[src/core/remote_io_pkg.sv]
// Constants shared by the remote I/O and remote register command port
// Contract
// - Remote words are 16 bits in 8-axis mode, low byte only in 16-axis mode.
// - Every remote input bit maps by parameter to any input function; defaults below.
// - In 8-bit mode outputs keep low-byte defaults: selects, start echo, home, ready, warning, alarm.
// - Command code selects parameter read or write, monitor, or maintenance.
// - A command runs only on a 0-to-1 change of the command strobe.
// - Completion acknowledge goes 0-to-1 when the command finishes, else reads 0.
// - Status bit reports 0 for normal completion, 1 for error.
// - The response echoes the executed command code.
// - Write data arrive least significant byte first.
// - Read data return least significant byte first.
// - Positive and negative run move continuously at 1, decelerate to stop at 0.
// - Home, start, sequence, inch and direct-select inputs start their operation at 1.
// - Each direct-select input positions with its own configured data number.
// - Six data-select bits form a binary data number 0 to 63.
// - Release at 1 frees motor and brake; excitation input excites at 1.
// - Stop at 1 stops the motor, 0 has no effect.
// - Alarm clear, absolute error clear and position load act at 1.
// - Tool unlock keeps setting tool limitation at 0, releases it at 1.
// - Sixteen general flags are stored and readable, 1 on and 0 off.
// - A function on several input bits is active when any of them is.
// - Unassigned excitation or tool unlock input counts as permanently 1.
// - A function on both a direct terminal and network bit needs both at 1.
// - Alarm, warning, ready and moving output bits show those drive states.
// - Echo output bits follow their input functions.
package remote_io_pkg;
  localparam int WORD_W = 16;
  localparam int FUNC_W = 6;
  localparam int NFUNC = 43;
  localparam int DATA_W = 32;
  localparam int CODE_W = 7;
  localparam int PIDX_W = 5;
  localparam int RADDR_W = 5;
  localparam int DNUM_W = 6;

  // Input function codes
  localparam logic [FUNC_W-1:0] F_NONE = 6'h00;
  localparam logic [FUNC_W-1:0] F_RUN_POS = 6'h01;
  localparam logic [FUNC_W-1:0] F_RUN_NEG = 6'h02;
  localparam logic [FUNC_W-1:0] F_HOME = 6'h03;
  localparam logic [FUNC_W-1:0] F_START = 6'h04;
  localparam logic [FUNC_W-1:0] F_SEQ = 6'h05;
  localparam logic [FUNC_W-1:0] F_INCH_POS = 6'h06;
  localparam logic [FUNC_W-1:0] F_INCH_NEG = 6'h07;
  localparam logic [FUNC_W-1:0] F_DSEL0 = 6'h08;
  localparam logic [FUNC_W-1:0] F_RELEASE = 6'h0e;
  localparam logic [FUNC_W-1:0] F_EXCITE = 6'h0f;
  localparam logic [FUNC_W-1:0] F_STOP = 6'h10;
  localparam logic [FUNC_W-1:0] F_ALM_CLR = 6'h11;
  localparam logic [FUNC_W-1:0] F_POS_LOAD = 6'h12;
  localparam logic [FUNC_W-1:0] F_ABS_CLR = 6'h13;
  localparam logic [FUNC_W-1:0] F_TOOL = 6'h14;
  localparam logic [FUNC_W-1:0] F_GFLAG0 = 6'h15;
  localparam logic [FUNC_W-1:0] F_DNUM0 = 6'h25;

  // Default input assignment, bit 15 first
  localparam logic [WORD_W-1:0][FUNC_W-1:0] ASSIGN_RST = {
    F_RUN_NEG, F_RUN_POS, F_INCH_NEG, F_INCH_POS, F_SEQ, 6'h0a, 6'h09, F_DSEL0,
    F_NONE, F_RELEASE, F_STOP, F_HOME, F_START, 6'h27, 6'h26, F_DNUM0};

  // Register offsets
  localparam logic [RADDR_W-1:0] REG_ASSIGN0 = 5'h00;
  localparam logic [RADDR_W-1:0] REG_CONFIG = 5'h10;
  localparam logic [RADDR_W-1:0] REG_DIRASG0 = 5'h11;
  localparam logic [RADDR_W-1:0] REG_DSEL_NUM0 = 5'h14;
  localparam logic [RADDR_W-1:0] REG_GFLAGS = 5'h1a;
  localparam logic [RADDR_W-1:0] REG_CMD_STAT = 5'h1b;
  localparam int DIRASG_REGS = 3;
  localparam int DSEL_REGS = 6;

  // Reset values
  localparam logic CONFIG_MODE8_RST = 1'b0;
  localparam logic [47:0] DIRASG_RST = 48'h0;
  localparam logic [DNUM_W-1:0] DSEL_NUM_RST = 6'h00;

  // Command classes in code bits 6:5, index in bits 4:0
  localparam logic [1:0] CMD_READ = 2'h0;
  localparam logic [1:0] CMD_WRITE = 2'h1;
  localparam logic [1:0] CMD_MONITOR = 2'h2;
  localparam logic [1:0] CMD_MAINT = 2'h3;
  localparam logic [PIDX_W-1:0] MON_FLAGS = 5'h00;
  localparam logic [PIDX_W-1:0] MON_OUTPUT = 5'h01;
  localparam logic [PIDX_W-1:0] MAINT_ALM_CLR = 5'h00;

  // Remote output bit positions
  localparam int OUT_HOME_POS = 4;
  localparam int OUT_READY = 5;
  localparam int OUT_WARNING = 6;
  localparam int OUT_ALARM = 7;
endpackage : remote_io_pkg

[src/core/pmem_if.sv]
// Port bundle between the command engine and the parameter store
interface pmem_if #(parameter int AW = 5, parameter int DW = 32);
  logic we;
  logic re;
  logic [AW-1:0] addr;
  logic [DW-1:0] wdata;
  logic [DW-1:0] rdata;
  modport master (output we, output re, output addr, output wdata, input rdata);
  modport store (input we, input re, input addr, input wdata, output rdata);
endinterface : pmem_if

[src/core/bit_sync.sv]
// Two-flop synchroniser for a bundle of level inputs
module bit_sync #(
  parameter int W = 1
) (
  // Clock and reset
  input wire logic clk_sys_i,
  input wire logic rst_i,
  // Levels
  input wire logic [W-1:0] async_i,
  output logic [W-1:0] sync_o
);
  logic [W-1:0] stage1_q;
  logic [W-1:0] stage2_q;

  always_ff @(posedge clk_sys_i or posedge rst_i) begin
    if (rst_i) begin
      stage1_q <= '0;
      stage2_q <= '0;
    end else begin
      stage1_q <= async_i;
      stage2_q <= stage1_q;
    end
  end

  assign sync_o = stage2_q;
endmodule : bit_sync

[src/core/param_store.sv]
// Parameter word memory with registered read data
module param_store #(
  parameter int AW = 5,
  parameter int DW = 32
) (
  // Clock and reset
  input wire logic clk_sys_i,
  input wire logic rst_i,
  // Access port
  pmem_if.store mem
);
  logic [DW-1:0] words [2**AW];
  logic [DW-1:0] rdata_q;

  // No reset on the array so it can map to RAM
  always_ff @(posedge clk_sys_i) begin
    if (mem.we) begin
      words[mem.addr] <= mem.wdata;
    end
  end

  always_ff @(posedge clk_sys_i or posedge rst_i) begin
    if (rst_i) begin
      rdata_q <= '0;
    end else if (mem.re) begin
      rdata_q <= words[mem.addr];
    end
  end

  assign mem.rdata = rdata_q;
endmodule : param_store

[src/core/remote_io_command_port.sv]
// Remote I/O decoder and remote register command engine
module remote_io_command_port (
  // Clock and reset
  input wire logic clk_sys_i,
  input wire logic rst_i,
  // Register port
  input wire logic [remote_io_pkg::RADDR_W-1:0] reg_addr_i,
  input wire logic [15:0] reg_wdata_i,
  input wire logic reg_wr_i,
  input wire logic reg_rd_i,
  output logic [15:0] reg_rdata_o,
  // Remote I/O words
  input wire logic [remote_io_pkg::WORD_W-1:0] remote_input_bit_i,
  output logic [remote_io_pkg::WORD_W-1:0] remote_output_bit_o,
  // Remote register command and response
  input wire logic [remote_io_pkg::CODE_W-1:0] cmd_code_i,
  input wire logic command_strobe_i,
  input wire logic [remote_io_pkg::DATA_W-1:0] cmd_data_i,
  output logic [remote_io_pkg::CODE_W-1:0] resp_code_o,
  output logic completion_ack_o,
  output logic resp_status_o,
  output logic [remote_io_pkg::DATA_W-1:0] resp_data_o,
  // Direct terminal functions
  input wire logic [remote_io_pkg::NFUNC-1:0] direct_func_i,
  // Drive state
  input wire logic alarm_flag_i,
  input wire logic warning_flag_i,
  input wire logic ready_i,
  input wire logic moving_i,
  input wire logic home_pos_i,
  input wire logic pos_end_i,
  input wire logic [2:0] area_i,
  input wire logic torque_limit_flag_i,
  input wire logic shaft_timing_pulse_i,
  input wire logic internal_busy_flag_i,
  // Motion and control requests
  output logic run_positive_o,
  output logic run_negative_o,
  output logic home_go_o,
  output logic start_go_o,
  output logic sequence_go_o,
  output logic inch_positive_o,
  output logic inch_negative_o,
  output logic direct_go_o,
  output logic [remote_io_pkg::DNUM_W-1:0] data_number_o,
  output logic release_o,
  output logic excite_o,
  output logic stop_o,
  output logic alarm_clear_o,
  output logic abs_error_clear_o,
  output logic position_load_o,
  output logic tool_unlock_o,
  output logic [15:0] general_flags_o
);
  import remote_io_pkg::*;

  typedef enum {IDLE, EXEC, FIN, DONE} cmd_state_type;

  localparam int LINK_W = WORD_W + CODE_W + 1 + DATA_W;

  function automatic logic [1:0] func_hit(input logic [WORD_W-1:0][FUNC_W-1:0] tbl,
                                          input logic [WORD_W-1:0] word,
                                          input logic [WORD_W-1:0] en,
                                          input logic [FUNC_W-1:0] f);
    logic asg;
    logic act;
    asg = 1'b0;
    act = 1'b0;
    for (int i = 0; i < WORD_W; i++) begin
      if (en[i] && tbl[i] == f) begin
        asg = 1'b1;
        act = act | word[i];
      end
    end
    return {asg, act};
  endfunction : func_hit

  function automatic logic [DNUM_W-1:0] pick_dsel(input logic [5:0] rise,
                                                  input logic [5:0][DNUM_W-1:0] nums);
    logic [DNUM_W-1:0] n;
    n = '0;
    for (int k = 5; k >= 0; k--) begin
      if (rise[k]) begin
        n = nums[k];
      end
    end
    return n;
  endfunction : pick_dsel

  // Synchronised link and terminal inputs
  logic [LINK_W-1:0] link_s;
  logic [NFUNC-1:0] dir_s;
  logic [WORD_W-1:0] net_word;
  logic [CODE_W-1:0] code_s;
  logic strobe_s;
  logic [DATA_W-1:0] data_s;

  bit_sync #(.W(LINK_W)) u_link_sync (
    .clk_sys_i(clk_sys_i),
    .rst_i(rst_i),
    .async_i({remote_input_bit_i, cmd_code_i, command_strobe_i, cmd_data_i}),
    .sync_o(link_s)
  );

  bit_sync #(.W(NFUNC)) u_dir_sync (
    .clk_sys_i(clk_sys_i),
    .rst_i(rst_i),
    .async_i(direct_func_i),
    .sync_o(dir_s)
  );

  assign net_word = link_s[LINK_W-1 -: WORD_W];
  assign code_s = link_s[DATA_W+1 +: CODE_W];
  assign strobe_s = link_s[DATA_W];
  // byte order: byte k of the transfer sits in lane k, lane 0 least significant
  assign data_s = link_s[DATA_W-1:0];

  // Configuration registers
  logic [WORD_W-1:0][FUNC_W-1:0] assign_q;
  logic mode8_q;
  logic [47:0] dir_asg_q;
  logic [DSEL_REGS-1:0][DNUM_W-1:0] dsel_num_q;
  logic [15:0] reg_rdata_q;
  logic [15:0] rd_mux;
  logic [RADDR_W-1:0] dir_off;
  logic [RADDR_W-1:0] dsel_off;
  logic wr_assign;
  logic wr_config;
  logic wr_dir;
  logic wr_dsel;

  assign dir_off = reg_addr_i - REG_DIRASG0;
  assign dsel_off = reg_addr_i - REG_DSEL_NUM0;
  assign wr_assign = reg_wr_i && reg_addr_i < REG_CONFIG;
  assign wr_config = reg_wr_i && reg_addr_i == REG_CONFIG;
  assign wr_dir = reg_wr_i && reg_addr_i >= REG_DIRASG0 && dir_off < RADDR_W'(DIRASG_REGS);
  assign wr_dsel = reg_wr_i && reg_addr_i >= REG_DSEL_NUM0 && dsel_off < RADDR_W'(DSEL_REGS);

  // assignment table held per input bit
  always_ff @(posedge clk_sys_i or posedge rst_i) begin
    if (rst_i) begin
      assign_q <= ASSIGN_RST;
      mode8_q <= CONFIG_MODE8_RST;
      dir_asg_q <= DIRASG_RST;
      dsel_num_q <= {DSEL_REGS{DSEL_NUM_RST}};
    end else begin
      if (wr_assign) assign_q[reg_addr_i[3:0]] <= reg_wdata_i[FUNC_W-1:0];
      if (wr_config) mode8_q <= reg_wdata_i[0];
      if (wr_dir) dir_asg_q[16*dir_off[1:0] +: 16] <= reg_wdata_i;
      if (wr_dsel) dsel_num_q[dsel_off[2:0]] <= reg_wdata_i[DNUM_W-1:0];
    end
  end

  // Function decode and merge
  logic [WORD_W-1:0] bit_en;
  logic [NFUNC-1:0] net_asg;
  logic [NFUNC-1:0] net_act;
  logic [NFUNC-1:0] eff;
  logic [NFUNC-1:0] eff_q;
  logic [NFUNC-1:0] rise;

  // narrow mode sees only the low byte
  assign bit_en = mode8_q ? 16'h00ff : 16'hffff;

  for (genvar f = 0; f < NFUNC; f++) begin : g_func
    logic [1:0] hit;
    assign hit = func_hit(assign_q, net_word, bit_en, FUNC_W'(f));
    assign net_asg[f] = hit[1];
    assign net_act[f] = hit[0];
    // both sources must agree; unassigned excite and unlock read 1
    assign eff[f] = (net_asg[f] && dir_asg_q[f]) ? (net_act[f] && dir_s[f]) :
                    net_asg[f] ? net_act[f] :
                    dir_asg_q[f] ? dir_s[f] :
                    (FUNC_W'(f) == F_EXCITE || FUNC_W'(f) == F_TOOL);
  end

  assign rise = eff & ~eff_q;

  // Command engine state
  cmd_state_type st_q;
  logic strobe_q;
  logic strobe_rise;
  logic [CODE_W-1:0] code_q;
  logic [DATA_W-1:0] data_q;
  logic [CODE_W-1:0] resp_code_q;
  logic ack_q;
  logic resp_status_q;
  logic [DATA_W-1:0] resp_data_q;
  logic maint_clr_q;
  logic [1:0] cmd_class;
  logic [PIDX_W-1:0] cmd_idx;
  logic cmd_err;
  logic [DATA_W-1:0] result;
  pmem_if #(.AW(PIDX_W), .DW(DATA_W)) pm ();

  param_store #(.AW(PIDX_W), .DW(DATA_W)) u_store (
    .clk_sys_i(clk_sys_i),
    .rst_i(rst_i),
    .mem(pm.store)
  );

  // only a fresh rising strobe starts a command
  assign strobe_rise = strobe_s && !strobe_q;
  // class and index from the code
  assign cmd_class = code_q[CODE_W-1 -: 2];
  assign cmd_idx = code_q[PIDX_W-1:0];
  assign pm.we = st_q == EXEC && cmd_class == CMD_WRITE;
  assign pm.re = st_q == EXEC && cmd_class == CMD_READ;
  assign pm.addr = cmd_idx;
  assign pm.wdata = data_q;
  assign cmd_err = (cmd_class == CMD_MONITOR && cmd_idx > MON_OUTPUT) ||
                   (cmd_class == CMD_MAINT && cmd_idx != MAINT_ALM_CLR);
  // results keep the least significant byte in lane 0
  assign result = cmd_class == CMD_READ ? pm.rdata :
                  cmd_class == CMD_MONITOR && cmd_idx == MON_FLAGS ? {16'h0000, general_flags_o} :
                  cmd_class == CMD_MONITOR && cmd_idx == MON_OUTPUT ? {16'h0000, remote_output_bit_o} :
                  '0;

  always_ff @(posedge clk_sys_i or posedge rst_i) begin
    if (rst_i) begin
      st_q <= IDLE;
      strobe_q <= 1'b0;
      code_q <= '0;
      data_q <= '0;
      resp_code_q <= '0;
      ack_q <= 1'b0;
      resp_status_q <= 1'b0;
      resp_data_q <= '0;
      maint_clr_q <= 1'b0;
    end else begin
      strobe_q <= strobe_s;
      maint_clr_q <= st_q == FIN && cmd_class == CMD_MAINT && !cmd_err;
      case (st_q)
        IDLE: begin
          if (strobe_rise) begin
            code_q <= code_s;
            data_q <= data_s;
            st_q <= EXEC;
          end
        end
        EXEC: st_q <= FIN;
        FIN: begin
          resp_code_q <= code_q;
          resp_status_q <= cmd_err;
          resp_data_q <= result;
          ack_q <= 1'b1;
          st_q <= DONE;
        end
        DONE: begin
          // held until the master drops the strobe
          if (!strobe_s) begin
            ack_q <= 1'b0;
            st_q <= IDLE;
          end
        end
        default: st_q <= IDLE;
      endcase
    end
  end

  // Request outputs
  logic [WORD_W-1:0] out_word;
  logic [WORD_W-1:0] out_q;
  logic [15:0] gflags_q;
  logic [9:0] lvl_q;
  logic [5:0] go_q;
  logic [DNUM_W-1:0] dnum_q;
  logic [5:0] dsel_rise;
  logic start_type_rise;

  assign dsel_rise = rise[F_DSEL0 +: 6];
  assign start_type_rise = rise[F_START] || rise[F_SEQ] || |dsel_rise;

  // drive state bits; echoes; low byte defaults
  assign out_word = {torque_limit_flag_i, pos_end_i, moving_i, shaft_timing_pulse_i, area_i,
                     internal_busy_flag_i, alarm_flag_i, warning_flag_i, ready_i, home_pos_i,
                     eff[F_START], eff[F_DNUM0 +: 3]};

  always_ff @(posedge clk_sys_i or posedge rst_i) begin
    if (rst_i) begin
      eff_q <= '0;
      out_q <= '0;
      gflags_q <= '0;
      lvl_q <= '0;
      go_q <= '0;
      dnum_q <= '0;
    end else begin
      eff_q <= eff;
      // upper byte idle in narrow mode
      out_q <= mode8_q ? {8'h00, out_word[7:0]} : out_word;
      gflags_q <= eff[F_GFLAG0 +: 16];
      // run levels; release and excite; stop; clears; unlock
      lvl_q <= {eff[F_RUN_POS], eff[F_RUN_NEG], eff[F_RELEASE], eff[F_EXCITE], eff[F_STOP],
                eff[F_ALM_CLR] | maint_clr_q, eff[F_ABS_CLR], eff[F_POS_LOAD], eff[F_TOOL], 1'b0};
      // start-type operations fire on the 0-to-1 change
      go_q <= {rise[F_HOME], rise[F_START], rise[F_SEQ], rise[F_INCH_POS], rise[F_INCH_NEG], |dsel_rise};
      if (start_type_rise) begin
        // direct select uses its own number; otherwise the select bits
        dnum_q <= |dsel_rise ? pick_dsel(dsel_rise, dsel_num_q) : eff[F_DNUM0 +: DNUM_W];
      end
    end
  end

  // Register read answer, valid in the cycle after the strobe only
  assign rd_mux = reg_addr_i < REG_CONFIG ? {10'h000, assign_q[reg_addr_i[3:0]]} :
                  reg_addr_i == REG_CONFIG ? {15'h0000, mode8_q} :
                  wr_dir | (reg_addr_i >= REG_DIRASG0 && dir_off < RADDR_W'(DIRASG_REGS)) ?
                    dir_asg_q[16*dir_off[1:0] +: 16] :
                  reg_addr_i >= REG_DSEL_NUM0 && dsel_off < RADDR_W'(DSEL_REGS) ?
                    {10'h000, dsel_num_q[dsel_off[2:0]]} :
                  reg_addr_i == REG_GFLAGS ? gflags_q :
                  reg_addr_i == REG_CMD_STAT ? {6'h00, resp_status_q, ack_q, 1'b0, resp_code_q} :
                  16'h0000;

  always_ff @(posedge clk_sys_i or posedge rst_i) begin
    if (rst_i) begin
      reg_rdata_q <= 16'h0000;
    end else begin
      reg_rdata_q <= reg_rd_i ? rd_mux : 16'h0000;
    end
  end

  assign reg_rdata_o = reg_rdata_q;
  assign remote_output_bit_o = out_q;
  assign resp_code_o = resp_code_q;
  assign completion_ack_o = ack_q;
  assign resp_status_o = resp_status_q;
  assign resp_data_o = resp_data_q;
  assign general_flags_o = gflags_q;
  assign {run_positive_o, run_negative_o, release_o, excite_o, stop_o} = lvl_q[9:5];
  assign {alarm_clear_o, abs_error_clear_o, position_load_o, tool_unlock_o} = lvl_q[4:1];
  assign {home_go_o, start_go_o, sequence_go_o, inch_positive_o, inch_negative_o, direct_go_o} = go_q;
  assign data_number_o = dnum_q;
endmodule : remote_io_command_port

[config.mk]
export PLATFORM = sky130hd
export DESIGN_NAME = remote_io_command_port
export DESIGN_NICKNAME = d
export VERILOG_FILES = /design/src/core/remote_io_pkg.sv /design/src/core/pmem_if.sv /design/src/core/bit_sync.sv /design/src/core/param_store.sv /design/src/core/remote_io_command_port.sv
export SDC_FILE = /design/constraint.sdc
export NUM_CORES = 2
export LEC_CHECK = 0
export BUFFER_PORTS_ARGS = -buffer_cell sky130_fd_sc_hd__buf_4
export CORE_ASPECT_RATIO = 0.75
export CORE_MARGIN = 2
export CORE_UTILIZATION = 38
export DETAILED_ROUTE_END_ITERATION = 10
export MAX_ROUTING_LAYER = met4
export RECOVER_POWER = 100
export SYNTH_ARGS = -nofsm -noshare
export SYNTH_HDL_FRONTEND = slang
export SYNTH_HIERARCHICAL = 1
export SYNTH_SLANG_ARGS = --single-unit
[constraint.sdc]
create_clock -name clk_sys_i -period 14.45 [get_ports clk_sys_i]
set_clock_uncertainty 0.05 [all_clocks]
set_input_delay 2.89 -clock clk_sys_i [delete_from_list [all_inputs] [get_ports clk_sys_i]]
set_output_delay 2.89 -clock clk_sys_i [all_outputs]
set_load 0.005 [all_outputs]
==> reports/results.ini <==
[outcome]
status=finished, violations left
violations=capacitance limit, slew limit

[global_routing]
grt_pass1_wl_um=486000
grt_max_degree=129
overflow=0
grt_antenna_before_repair=40
grt_pass1_vias=51300
track_usage=0.390

[final_layout]
final_util=0.437
final_nets=5574
drive_gt1_frac=0.213
area_growth_pct=14.1

[min_path]
hold_end=u_dir_sync/sync_o[15]
hold_path.class=register to register
holdPathStages=0
hp-start=u_dir_sync/stage1_q[15]

[placed_design]
pre_cts_ws_ns=7.48
dp.final_hpwl_um=246000
routabilityCongestion=1.15
io_buffer_count=244

[drt]
detail-route-antenna-nets=0
drt-vias-per-instance=6.88
drtPass1Iterations=8
drc=0
drt-initial-drc-count=9368
num_vias=55700
routedWlPerCell_um=45.8
wirelength_um=371000

[power]
leakage_uw=0.0281
p_per_area_nw_per_um2=195
ir_worst_vdd_mv=0.183

[timing]
worst_pin_slew_ns=4.56
setup_slack_ns=5.43
fmaxAchievable_mhz=111
fin_crit_sh=0.625
maxSlewViolCount=1867
hold_slack_ns=0.281
setup_tns_ns=0
rsz0062_at_grt=false
hold_viol_final=0
setup_violations=0
min_period_ns=9.02
relSlewSlack=-2.04

[clock_network]
tritoncts=done
postCtsSetupRepairBufs=0
path_clk_slew_ns=0.09
cts_max_level=4
clock_path_buffers=3
ctsHoldBuffers=0
insertion_delay_ns=0.85
ctsResizeCount=0
cts_made_buffers=157
cts_root_buffer=clkbuf_16
cts.sinks=1596

[worst_setup_path]
cp-end-kind=asynchronous set/reset pin
worstSetupPathType=input port to asynchronous set/reset pin
startpoint_type=input port
timing.rr.start=mode8_q
ff2ff_path_depth=10
cp_max_fo=84
critPathArrivalTime_ns=9.91
crit_required_ns=15.34
reg2reg_slack_ns=6.30
r2r-end=data_number_o[0]

[synthesis]
avgSynthCellArea_um2=13.7
syn-cell-area_um2=71400
syn_inst=5211
syn_nets=5361
yosys_warnings=6

[die]
core-area_um2=186000
start_util=0.383
die_area_um2=191000
pin_count=246
die_x_um=505
die_y_um=379
rows=137

[job]
max_cap_viol_count=80

[stage by stage]
step	std cells	instance area [um2]	total power, uW
after global routing	8087	81500	16200
after detailed placement	7767	76500	11300
final	8099	81500	15900
after CTS	8062	82000	15700
after floorplan	5211	71400	8890
after global placement	7767	76500	11300
[per-layer routing]
layer	wire, um	GRT usage
met1	156000	0.545
met2	136000	0.464
met3	58600	0.184
met4	20700	0.181
met5	0	-
[layout make-up]
class / count / area (um2)
fillers: 16900 / 105000
flip-flops and latches: 1596 / 45100
multi-input cells: 3138 / 24200
clock buffers: 214 / 4440
repair buffers: 468 / 3230
well taps: 2502 / 3130
clock inverters: 81 / 1080
inverters: 63 / 240
diodes: 37 / 92.6
[power breakdown]
part | total, uW | internal (uW) | switching, uW | leakage, uW
combinational | 4880 | 1590 | 3300 | 0.00920
sequential | 6650 | 5690 | 960 | 0.0162
clock | 4350 | 2420 | 1930 | 0.00267
total | 15900 | 9690 | 6190 | 0.0281
[worst max path at each step]
stage / from / endpoint / cells past startpoint
6_report: rst_i / dsel_num_q[4] / 5
5_1_grt: rst_i / dsel_num_q[26] / 5
4_1_cts: reg_addr_i[1] / dir_asg_q[1] / 9
3_5_place_dp: reg_addr_i[1] / dir_asg_q[12] / 9
3_3_place_gp: reg_addr_i[1] / dir_asg_q[36] / 9
2_1_floorplan: rst_i / assign_q[10] / 1
[worst max-delay path: stages]
cell	delay (ns)
clkbuf_1	0.14
clkinvlp_2	2.44
clkbuf_1	2.54
buf_4	1.05
buf_4	0.63
[state kept, by name, summed over array words and instances (netlist names), 16 cells and up]
name	cells
reg_rdata_o	16
resp_data_o	32
dsel_num_q	36
general_flags_o	16
assign_q	96
dir_asg_q	48
u_store/mem.rdata	32
u_dir_sync/sync_o	42
u_dir_sync/stage1_q	42
u_link_sync/stage1_q	56
u_store/words	1024
u_link_sync/sync_o	56
data_q	32
[cells in the final DEF (no fill, tap or decap), drive strengths merged, types with 85 or more instances in the layout]
cell,n
mux4,165
o22ai,634
clkbuf,487
nand3,95
nor2,420
o21ai,107
a21oi,85
edfxtp,1024
mux2i,257
mux2,218
dfrtp,541
nand2,254
buf,195
(Power assumes the default switching activity.)
